[src/shared/emu_port_pkg.sv]
// Notes on behaviour
// - Select 0: connector input only, format from setting.
// - Output A, B, index; A/B in quadrature.
// - Exactly lines-per-rev counts per feedback revolution.
// - Lines-per-rev counts post-quadrature edges.
// - Select 1: index each revolution at fraction offset.
// - Fraction offset scaled 65536 per revolution.
// - Select 2: single index at turns plus fraction.
// - Full offset is a read-only derived value.
// - Select 3: quadrature input as command source.
// - Select 4: pulse/direction input with step scaling.
// - Select 5: up/down count inputs as command.
// - Select 6/7: output plus opto step/direction input.
// - Input: lines-per-rev received counts make one revolution.
// - Lines-per-rev zero: no command generated.
// - Format 0 quadrature, 1 step/dir, 2 up/down.
`default_nettype none

package emu_port_pkg;

    localparam int MODE_W = 3;
    localparam int FMT_W = 2;
    localparam int POS_W = 16;

    localparam logic [MODE_W-1:0] MODE_INPUT = 3'h0;
    localparam logic [MODE_W-1:0] MODE_OUT_REV = 3'h1;
    localparam logic [MODE_W-1:0] MODE_OUT_ABS = 3'h2;
    localparam logic [MODE_W-1:0] MODE_IN_QUAD = 3'h3;
    localparam logic [MODE_W-1:0] MODE_IN_STEP = 3'h4;
    localparam logic [MODE_W-1:0] MODE_IN_UPDN = 3'h5;
    localparam logic [MODE_W-1:0] MODE_OUT_REV_STEP = 3'h6;
    localparam logic [MODE_W-1:0] MODE_OUT_ABS_STEP = 3'h7;

    localparam logic [FMT_W-1:0] FMT_QUAD = 2'h0;
    localparam logic [FMT_W-1:0] FMT_STEP = 2'h1;
    localparam logic [FMT_W-1:0] FMT_UPDN = 2'h2;

    // Fraction scale: one revolution is 2**FRAC_SHIFT
    localparam int FRAC_SHIFT = 16;

    // Emulated edge pacing
    localparam int CLK_PERIOD_PS = 5000;
    localparam int EDGE_SPACING_NS = 20;
    localparam int EDGE_SPACING_CYC = (EDGE_SPACING_NS * 1000 + CLK_PERIOD_PS - 1) / CLK_PERIOD_PS;
    localparam int PACE_W = 8;

    localparam logic [POS_W-1:0] RST_POS = 16'h0000;
    localparam logic [1:0] RST_PHASE = 2'h0;
    localparam logic [1:0] RST_PINS = 2'h0;

    typedef struct packed {
        logic [POS_W-1:0] turn;
        logic [POS_W-1:0] frac;
    } pos_t;

    typedef struct packed {
        logic [POS_W-1:0] turn;
        logic [POS_W-1:0] count;
    } cmd_t;

    typedef struct packed {
        logic a;
        logic b;
        logic z;
    } quad_t;

    // Quadrature phase index of {a, b}; forward is +1
    function automatic logic [1:0] quad_index(input logic a, input logic b);
        quad_index = {b, a ^ b};
    endfunction

endpackage

`default_nettype wire

[src/hw/encoder_emulation_port.sv]
`default_nettype none

module encoder_emulation_port #(
    parameter int LPR_W = 16,
    parameter int SCALE_W = 8
) (
    input wire logic clk_sys,
    input wire logic resetn,
    input wire logic [emu_port_pkg::MODE_W-1:0] emulation_function_select,
    input wire logic [LPR_W-1:0] emulation_lines_per_rev,
    input wire logic [emu_port_pkg::POS_W-1:0] index_fraction_offset,
    input wire logic [emu_port_pkg::POS_W-1:0] absolute_turn_offset,
    input wire logic emulation_direction_invert,
    input wire logic [emu_port_pkg::FMT_W-1:0] secondary_input_format,
    input wire logic [SCALE_W-1:0] step_scale,
    input wire emu_port_pkg::pos_t motor_position,
    input wire logic emu_a_in,
    input wire logic emu_b_in,
    output emu_port_pkg::quad_t emulated_encoder_output,
    output logic emu_oe,
    input wire logic opto_step_in,
    input wire logic opto_dir_in,
    output emu_port_pkg::pos_t full_offset,
    output emu_port_pkg::cmd_t command_position,
    output logic command_step,
    output logic command_active
);

    localparam int PW = emu_port_pkg::POS_W;

    if (LPR_W > PW || LPR_W < 2 || SCALE_W > PW || SCALE_W < 1) begin : g_check
        $error("encoder_emulation_port: unsupported LPR_W or SCALE_W");
    end

    // Mode decode
    logic out_mode;
    logic abs_index;
    logic in_en;
    logic [emu_port_pkg::FMT_W-1:0] in_fmt;
    logic [1:0] in_pins;
    logic lpr_zero;
    logic [PW-1:0] lpr;

    always_comb begin
        lpr = PW'(emulation_lines_per_rev);
        lpr_zero = (emulation_lines_per_rev == '0);
        out_mode = 1'b0;
        abs_index = 1'b0;
        in_en = 1'b0;
        in_fmt = emu_port_pkg::FMT_QUAD;
        in_pins = {emu_b_in, emu_a_in};
        unique case (emulation_function_select)
            emu_port_pkg::MODE_INPUT: begin
                in_en = 1'b1;
                in_fmt = secondary_input_format;
            end
            emu_port_pkg::MODE_OUT_REV: begin
                out_mode = 1'b1;
            end
            emu_port_pkg::MODE_OUT_ABS: begin
                out_mode = 1'b1;
                abs_index = 1'b1;
            end
            emu_port_pkg::MODE_IN_QUAD: begin
                in_en = 1'b1;
                in_fmt = emu_port_pkg::FMT_QUAD;
            end
            emu_port_pkg::MODE_IN_STEP: begin
                in_en = 1'b1;
                in_fmt = emu_port_pkg::FMT_STEP;
            end
            emu_port_pkg::MODE_IN_UPDN: begin
                in_en = 1'b1;
                in_fmt = emu_port_pkg::FMT_UPDN;
            end
            emu_port_pkg::MODE_OUT_REV_STEP, emu_port_pkg::MODE_OUT_ABS_STEP: begin
                out_mode = 1'b1;
                abs_index = (emulation_function_select == emu_port_pkg::MODE_OUT_ABS_STEP);
                in_en = 1'b1;
                in_fmt = emu_port_pkg::FMT_STEP;
                in_pins = {opto_dir_in, opto_step_in};
            end
        endcase
    end

    // Edge pacing enable
    logic [emu_port_pkg::PACE_W-1:0] pace_r;
    logic [emu_port_pkg::PACE_W-1:0] pace_nxt;
    logic tick;

    always_comb begin
        tick = (pace_r == '0);
        pace_nxt = tick ? emu_port_pkg::PACE_W'(emu_port_pkg::EDGE_SPACING_CYC - 1)
                        : emu_port_pkg::PACE_W'(pace_r - 1'b1);
    end

    always_ff @(posedge clk_sys) begin
        if (!resetn) begin
            pace_r <= '0;
        end else begin
            pace_r <= pace_nxt;
        end
    end

    // Target count within revolution
    logic [2*PW-1:0] tgt_prod;
    logic [2*PW-1:0] idx_prod;
    logic [PW-1:0] tgt_cnt_r;
    logic [PW-1:0] tgt_turn_r;
    logic [PW-1:0] tgt_cnt_nxt;
    logic [PW-1:0] zcnt;

    always_comb begin
        tgt_prod = (2*PW)'(motor_position.frac) * (2*PW)'(lpr);
        tgt_cnt_nxt = tgt_prod[2*PW-1:emu_port_pkg::FRAC_SHIFT];
        idx_prod = (2*PW)'(index_fraction_offset) * (2*PW)'(lpr);
        zcnt = idx_prod[2*PW-1:emu_port_pkg::FRAC_SHIFT];
    end

    always_ff @(posedge clk_sys) begin
        if (!resetn) begin
            tgt_cnt_r <= emu_port_pkg::RST_POS;
            tgt_turn_r <= emu_port_pkg::RST_POS;
        end else begin
            tgt_cnt_r <= tgt_cnt_nxt;
            tgt_turn_r <= motor_position.turn;
        end
    end

    // Emitted position tracker
    logic [PW-1:0] emit_cnt_r;
    logic [PW-1:0] emit_cnt_nxt;
    logic [PW-1:0] emit_turn_r;
    logic [PW-1:0] emit_turn_nxt;
    logic [1:0] phase_r;
    logic [1:0] phase_nxt;
    logic [PW-1:0] turn_diff;
    logic behind;
    logic fwd;
    emu_port_pkg::quad_t quad_nxt;
    logic oe_nxt;

    always_comb begin
        emit_cnt_nxt = emit_cnt_r;
        emit_turn_nxt = emit_turn_r;
        phase_nxt = phase_r;
        turn_diff = PW'(tgt_turn_r - emit_turn_r);
        behind = (turn_diff != '0) || (tgt_cnt_r != emit_cnt_r);
        fwd = (turn_diff != '0) ? ~turn_diff[PW-1] : (tgt_cnt_r > emit_cnt_r);
        if (!out_mode || lpr_zero) begin
            emit_cnt_nxt = tgt_cnt_r;
            emit_turn_nxt = tgt_turn_r;
        end else if (tick && behind) begin
            if (fwd) begin
                phase_nxt = 2'(phase_r + 2'h1);
                if (emit_cnt_r == PW'(lpr - 1'b1)) begin
                    emit_cnt_nxt = '0;
                    emit_turn_nxt = PW'(emit_turn_r + 1'b1);
                end else begin
                    emit_cnt_nxt = PW'(emit_cnt_r + 1'b1);
                end
            end else begin
                phase_nxt = 2'(phase_r - 2'h1);
                if (emit_cnt_r == '0) begin
                    emit_cnt_nxt = PW'(lpr - 1'b1);
                    emit_turn_nxt = PW'(emit_turn_r - 1'b1);
                end else begin
                    emit_cnt_nxt = PW'(emit_cnt_r - 1'b1);
                end
            end
        end
        quad_nxt.a = phase_nxt[0] ^ phase_nxt[1];
        quad_nxt.b = phase_nxt[1];
        if (emulation_direction_invert) begin
            quad_nxt.a = phase_nxt[1];
            quad_nxt.b = phase_nxt[0] ^ phase_nxt[1];
        end
        quad_nxt.z = out_mode && !lpr_zero && (emit_cnt_nxt == zcnt);
        if (abs_index && (emit_turn_nxt != absolute_turn_offset)) begin
            quad_nxt.z = 1'b0;
        end
        // drive connector only in output modes
        oe_nxt = out_mode;
    end

    always_ff @(posedge clk_sys) begin
        if (!resetn) begin
            emit_cnt_r <= emu_port_pkg::RST_POS;
            emit_turn_r <= emu_port_pkg::RST_POS;
            phase_r <= emu_port_pkg::RST_PHASE;
            emulated_encoder_output <= '0;
            emu_oe <= 1'b0;
        end else begin
            emit_cnt_r <= emit_cnt_nxt;
            emit_turn_r <= emit_turn_nxt;
            phase_r <= phase_nxt;
            emulated_encoder_output <= quad_nxt;
            emu_oe <= oe_nxt;
        end
    end

    emu_port_pkg::pos_t full_offset_nxt;

    always_comb begin
        full_offset_nxt.turn = absolute_turn_offset;
        full_offset_nxt.frac = index_fraction_offset;
    end

    always_ff @(posedge clk_sys) begin
        if (!resetn) begin
            full_offset <= '0;
        end else begin
            full_offset <= full_offset_nxt;
        end
    end

    // Input decode
    logic dec_up;
    logic dec_down;
    logic dec_en;

    assign dec_en = in_en && !lpr_zero;

    pulse_decoder u_decoder (
        .clk_sys(clk_sys),
        .resetn(resetn),
        .pins(in_pins),
        .format(in_fmt),
        .enable(dec_en),
        .up(dec_up),
        .down(dec_down)
    );

    // Command accumulator
    emu_port_pkg::cmd_t cmd_r;
    emu_port_pkg::cmd_t cmd_nxt;
    logic [PW-1:0] weight;
    logic [PW:0] sum;
    logic step_nxt;

    always_comb begin
        cmd_nxt = cmd_r;
        step_nxt = 1'b0;
        weight = PW'(1);
        if (in_fmt == emu_port_pkg::FMT_STEP && step_scale != '0) begin
            weight = PW'(step_scale);
        end
        if (weight > lpr && !lpr_zero) begin
            weight = lpr;
        end
        sum = (PW+1)'(cmd_r.count) + (PW+1)'(weight);
        if (!dec_en) begin
            cmd_nxt = cmd_r;
        end else if (dec_up) begin
            step_nxt = 1'b1;
            if (sum >= (PW+1)'(lpr)) begin
                cmd_nxt.count = PW'(sum - (PW+1)'(lpr));
                cmd_nxt.turn = PW'(cmd_r.turn + 1'b1);
            end else begin
                cmd_nxt.count = PW'(sum);
            end
        end else if (dec_down) begin
            step_nxt = 1'b1;
            if (cmd_r.count >= weight) begin
                cmd_nxt.count = PW'(cmd_r.count - weight);
            end else begin
                cmd_nxt.count = PW'(cmd_r.count + lpr - weight);
                cmd_nxt.turn = PW'(cmd_r.turn - 1'b1);
            end
        end
    end

    always_ff @(posedge clk_sys) begin
        if (!resetn) begin
            cmd_r <= '0;
            command_step <= 1'b0;
            command_active <= 1'b0;
        end else begin
            cmd_r <= cmd_nxt;
            command_step <= step_nxt;
            command_active <= dec_en;
        end
    end

    assign command_position = cmd_r;

endmodule // encoder_emulation_port

`default_nettype wire

[src/hw/pulse_decoder.sv]
`default_nettype none

module pulse_decoder (
    input wire logic clk_sys,
    input wire logic resetn,
    input wire logic [1:0] pins,
    input wire logic [emu_port_pkg::FMT_W-1:0] format,
    input wire logic enable,
    output logic up,
    output logic down
);

    logic [1:0] s1_r;
    logic [1:0] s2_r;
    logic [1:0] s3_r;
    logic [1:0] stable_r;
    logic [1:0] stable_nxt;
    logic up_nxt;
    logic down_nxt;
    logic [1:0] idx_old;
    logic [1:0] idx_new;
    logic rise_a;
    logic rise_b;

    always_comb begin
        // Change accepted once stages two and three agree
        stable_nxt = (~(s2_r ^ s3_r) & s2_r) | ((s2_r ^ s3_r) & stable_r);
        idx_old = emu_port_pkg::quad_index(stable_r[0], stable_r[1]);
        idx_new = emu_port_pkg::quad_index(stable_nxt[0], stable_nxt[1]);
        rise_a = stable_nxt[0] & ~stable_r[0];
        rise_b = stable_nxt[1] & ~stable_r[1];
        up_nxt = 1'b0;
        down_nxt = 1'b0;
        if (enable) begin
            unique case (format)
                emu_port_pkg::FMT_QUAD: begin
                    up_nxt = (idx_new == 2'(idx_old + 2'h1));
                    down_nxt = (idx_new == 2'(idx_old - 2'h1));
                end
                emu_port_pkg::FMT_STEP: begin
                    up_nxt = rise_a & stable_nxt[1];
                    down_nxt = rise_a & ~stable_nxt[1];
                end
                emu_port_pkg::FMT_UPDN: begin
                    up_nxt = rise_a & ~rise_b;
                    down_nxt = rise_b & ~rise_a;
                end
                default: begin
                    up_nxt = 1'b0;
                    down_nxt = 1'b0;
                end
            endcase
        end
    end

    always_ff @(posedge clk_sys) begin
        if (!resetn) begin
            s1_r <= emu_port_pkg::RST_PINS;
            s2_r <= emu_port_pkg::RST_PINS;
            s3_r <= emu_port_pkg::RST_PINS;
            stable_r <= emu_port_pkg::RST_PINS;
            up <= 1'b0;
            down <= 1'b0;
        end else begin
            s1_r <= pins;
            s2_r <= s1_r;
            s3_r <= s2_r;
            stable_r <= stable_nxt;
            up <= up_nxt;
            down <= down_nxt;
        end
    end

endmodule // pulse_decoder

`default_nettype wire

[config.mk]
export PLATFORM = sky130hd
export DESIGN_NAME = encoder_emulation_port
export DESIGN_NICKNAME = d
export VERILOG_FILES = /design/src/shared/emu_port_pkg.sv /design/src/hw/encoder_emulation_port.sv /design/src/hw/pulse_decoder.sv
export SDC_FILE = /design/constraint.sdc
export NUM_CORES = 2
export LEC_CHECK = 0
export BUFFER_PORTS_ARGS = -buffer_cell sky130_fd_sc_hd__buf_4
export CAP_MARGIN = 10
export CORE_UTILIZATION = 45
export DETAILED_ROUTE_END_ITERATION = 10
export REMOVE_ABC_BUFFERS = 1
export SLEW_MARGIN = 10
export SYNTH_ARGS = -nofsm -noshare
export SYNTH_HDL_FRONTEND = slang
export SYNTH_SLANG_ARGS = --single-unit
[constraint.sdc]
create_clock -name clk_sys -period 9.3 [get_ports clk_sys]
set_clock_uncertainty 0.1 [all_clocks]
set_input_delay 0.465 -clock clk_sys [delete_from_list [all_inputs] [get_ports clk_sys]]
set_output_delay 0.465 -clock clk_sys [all_outputs]
set_load 0.05 [all_outputs]
==> run_summary.xml <==
<?xml version="1.0" encoding="UTF-8"?>
<metrics>
  <group name="timing">
    <metric name="grt_setup_unrepaired" unit="">no</metric>
    <metric name="holdWs" unit="ns">0.112</metric>
    <metric name="layout_min_cycle_time" unit="ns">7.91</metric>
    <metric name="max_slew.worst_pin.slew" unit="ns">0.870</metric>
    <metric name="relSlewSlack" unit="%">41.8</metric>
    <metric name="fmax" unit="GHz">0.126</metric>
    <metric name="timing.setup.tns" unit="ns">0</metric>
    <metric name="timing.final.hold_violations" unit="">0</metric>
    <metric name="finalCritPeriodShare" unit="%">85.0</metric>
    <metric name="setup_viol" unit="">0</metric>
    <metric name="max_slew_violations" unit="">0</metric>
  </group>
  <group name="worst_setup_path">
    <metric name="worst-setup-path-type" unit="">input pin to register</metric>
    <metric name="reg2reg_to" unit="">emulated_encoder_output[0]</metric>
    <metric name="critPathMaxStageDelay" unit="ns">0.81</metric>
    <metric name="cp_max_fo" unit="">20</metric>
    <metric name="critical_path.top_delay_family" unit="">simple AND/OR/NAND/NOR gates</metric>
    <metric name="critical_path.slowest_cell" unit="">or4_1</metric>
    <metric name="cp-end-kind" unit="">register</metric>
    <metric name="cp_num_buf_inv" unit="">2</metric>
    <metric name="critPathRequiredTime" unit="ns">9.55</metric>
    <metric name="worst_ep_arrival_time" unit="ns">8.16</metric>
    <metric name="startpoint_type" unit="">input pin</metric>
    <metric name="worst-r2r-setup-slack" unit="ns">3.23</metric>
    <metric name="reg2regPathDepth" unit="">16</metric>
    <metric name="timing.rr.start" unit="">emit_turn_r[2]</metric>
  </group>
  <group name="power_and_ir_drop">
    <metric name="share_seq_of_total_power" unit="%">9.7</metric>
    <metric name="power.switching" unit="mW">4.70</metric>
    <metric name="worst_ir_drop_vdd" unit="mV">0.376</metric>
    <metric name="power_density" unit="nW/um^2">283</metric>
    <metric name="static_leakage" unit="nW">15.4</metric>
    <metric name="clkPwrFrac" unit="%">8.3</metric>
    <metric name="power.total" unit="mW">9.22</metric>
    <metric name="combinational_power_share" unit="%">82.0</metric>
    <metric name="power_report.internal_total" unit="mW">4.52</metric>
    <metric name="power_switching_share" unit="%">51.0</metric>
  </group>
  <group name="synth">
    <metric name="synth_async_sr_flop_share" unit="%">0</metric>
    <metric name="number_of_enable_flip_flop_cells_after_synthesis" unit="">0</metric>
    <metric name="synth_flop_cell" unit="">dfxtp_1</metric>
    <metric name="syn_area_per_cell" unit="um^2">8.26</metric>
    <metric name="distinct_cell_type_count_after_synthesis" unit="">92</metric>
    <metric name="netlist_instances" unit="">3632</metric>
    <metric name="synth_warnings" unit="">0</metric>
    <metric name="synth-seq-cells" unit="">154</metric>
    <metric name="synth_area" unit="um^2">30000</metric>
    <metric name="seq_area_frac_synth" unit="%">10.3</metric>
  </group>
  <group name="global_route">
    <metric name="grt_start_max_net_pins" unit="">65</metric>
    <metric name="groute.usage.overall" unit="%">25.4</metric>
    <metric name="first_pass_grt_wire_length" unit="mm">135</metric>
    <metric name="grt_pass1_vias" unit="">24500</metric>
    <metric name="initial_antenna_violation_count" unit="">1</metric>
    <metric name="grt.overflow.total" unit="">0</metric>
  </group>
  <group name="floorplanning">
    <metric name="boundaryPins" unit="">170</metric>
    <metric name="dieArea" unit="um^2">67700</metric>
    <metric name="die_w" unit="um">260</metric>
    <metric name="floorplan.initialDensity" unit="%">45.5</metric>
    <metric name="rows" unit="">94</metric>
    <metric name="core_region_area" unit="um^2">65900</metric>
    <metric name="die_h" unit="um">260</metric>
  </group>
  <group name="min_path">
    <metric name="holdCritStartpoint" unit="">motor_position[21]</metric>
    <metric name="whs_endpoint" unit="">tgt_turn_r[5]</metric>
    <metric name="hold_path.class" unit="">input pin to register</metric>
    <metric name="hold_depth" unit="">2</metric>
  </group>
  <group name="detailed_routing">
    <metric name="antenna_left" unit="">0</metric>
    <metric name="drt_first_iter_violations" unit="">1698</metric>
    <metric name="dr_total_vias" unit="">24700</metric>
    <metric name="totalWireLength" unit="mm">83.1</metric>
    <metric name="drc" unit="">0</metric>
    <metric name="detail_route.wl_per_cell" unit="um">18.2</metric>
    <metric name="mean_number_of_vias_per_cell" unit="">5.42</metric>
    <metric name="dr.pass1.iters" unit="">5</metric>
  </group>
  <group name="cts">
    <metric name="clk_pin_slew_worst_paths" unit="ns">0.07</metric>
    <metric name="cts_buffer_count" unit="">17</metric>
    <metric name="clock_sinks" unit="">154</metric>
    <metric name="post_cts_resize_count" unit="">0</metric>
    <metric name="clk_path_buf_depth" unit="">2</metric>
    <metric name="cts_hold_buffers" unit="">0</metric>
    <metric name="postCtsSetupRepairBufs" unit="">0</metric>
    <metric name="clock_latency" unit="ns">0.46</metric>
    <metric name="htree_levels" unit="">4</metric>
    <metric name="clockRootBuffer" unit="">clkbuf_16</metric>
    <metric name="tritoncts" unit="">yes</metric>
  </group>
  <group name="placement">
    <metric name="numPlacedInstances" unit="">4533</metric>
    <metric name="routabilityCongestion" unit="">0.936</metric>
    <metric name="dp_hpwl" unit="mm">64.3</metric>
    <metric name="io_buffers" unit="">169</metric>
  </group>
  <group name="final_layout">
    <metric name="design.final.nets" unit="">4523</metric>
    <metric name="layout_commonest_cell" unit="">inv_1</metric>
    <metric name="final-instance-count-excl-fill" unit="">4567</metric>
    <metric name="post_route_cells_drive_above_1_share" unit="%">7.46</metric>
    <metric name="most-common-layout-cells" unit="">inv_1, fa_1, nand2_1</metric>
    <metric name="flow.area_growth_from_synthesis" unit="%">8.74</metric>
    <metric name="layout.core_utilization" unit="%">49.5</metric>
  </group>
  <group name="run">
    <metric name="max_cap_viol_count" unit="">0</metric>
  </group>
  <group name="outcome">
    <metric name="status" unit="">finished clean</metric>
  </group>
</metrics>
-- routing by layer --
| metal | track usage, % | vias up | share of wire [%] |
|---|---|---|---|
| met5 | 0 | - | 0 |
| li1 | - | 11800 | - |
| met3 | 2.78 | 80 | 5.9 |
| met4 | 4.73 | 0 | 1.5 |
| met2 | 40.4 | 745 | 45 |
| met1 | 37.1 | 12200 | 48 |
-- Yosys cell counts (31+ instances only) --
library cell	instances	area [um^2]
nand2_1	367	1380
ha_1	337	4220
xnor2_1	172	1510
clkbuf_1	152	571
o21ai_0	95	475
fa_1	398	7970
nor3_1	63	315
a21oi_1	154	771
nand3_1	50	250
nor2_1	205	769
and2_1	318	1990
a211oi_1	31	233
dfxtp_1	154	3080
inv_1	601	2260
xor2_1	57	499
-- cell families after synthesis --
logic type / Yosys count / share of synthesized area (%)
and+or+nand+nor: 1178 / 19.7
DFF: 154 / 10.3
adders and majority gates: 736 / 40.7
other: 2 / 0.0250
buffers and inverters: 780 / 9.84
muxes: 36 / 1.24
xor gates and xnor gates: 231 / 6.84
AOI/OAI and AO/OA: 515 / 11.4
-- worst max path at each step --
| stage | from | end | depth (start not counted) |
|---|---|---|---|
| final | emulation_lines_per_rev[8] | command_position[14] | 26 |
| after detailed placement | emulation_lines_per_rev[4] | emulated_encoder_output[0] | 28 |
| after floorplan | secondary_input_format[0] | command_position[31] | 35 |
| after global placement | emulation_lines_per_rev[8] | command_position[14] | 26 |
| after global routing | emulation_function_select[1] | command_position[12] | 35 |
| after CTS | emulation_lines_per_rev[4] | emulated_encoder_output[0] | 28 |
-- sequential cells by signal, summed over array words and instances, names as in the netlist --
name and flops:
emit_turn_r 16, emulated_encoder_output 3, u_decoder.stable_r 2, emit_cnt_r 16, u_decoder.s2_r 2, tgt_turn_r 16, command_position 32, emu_oe 1
u_decoder.up 1, u_decoder.s3_r 2, command_step 1, u_decoder.down 1, command_active 1, tgt_cnt_r 16, full_offset 32, phase_r 2
pace_r 8, u_decoder.s1_r 2
-- worst register-to-register path, cell delays in order, from the launching register on --
cell	delay (ns)
dfxtp_1	0.62
inv_1	0.16
ha_1	0.36
o21ai_0	0.19
a21oi_1	0.10
o41ai_1	0.63
a311o_1	0.27
o22ai_1	0.15
nor3_1	0.73
a21oi_4	0.18
buf_4	0.32
o41ai_1	0.80
nand2b_1	0.20
a31o_1	0.15
nor4b_1	0.37
o221ai_1	0.22
a2111oi_2	0.40
-- power groups by stage --
stage	Combinational (mW)	Clock, mW	Sequential, mW
6_report	7.57	0.765	0.893
5_1_grt	8.69	0.806	0.901
4_1_cts	7.66	0.781	0.887
3_5_place_dp	7.58	0	0.901
3_3_place_gp	7.51	0	0.903
2_1_floorplan	5.83	0	0.890
-- through the flow --
step | area, um^2 | worst slack (ns)
2_1_floorplan | 29400 | 0.948
3_3_place_gp | 32000 | 1.14
3_5_place_dp | 32000 | 1.01
4_1_cts | 32600 | 1.46
5_1_grt | 32600 | 0.832
6_report | 32600 | 1.39
-- area by class of cell --
| type | instances | area [um^2] |
|---|---|---|
| diodes | 2 | 5.00 |
| flip-flops and latches | 154 | 3080 |
| well taps | 864 | 1080 |
| multi-input cells | 2712 | 24100 |
| inverters | 605 | 2270 |
| clock inverters | 14 | 186 |
| repair buffers | 198 | 1490 |
| fillers | 6507 | 33300 |
| clock buffers | 18 | 439 |
(Power assumes the default switching activity.)
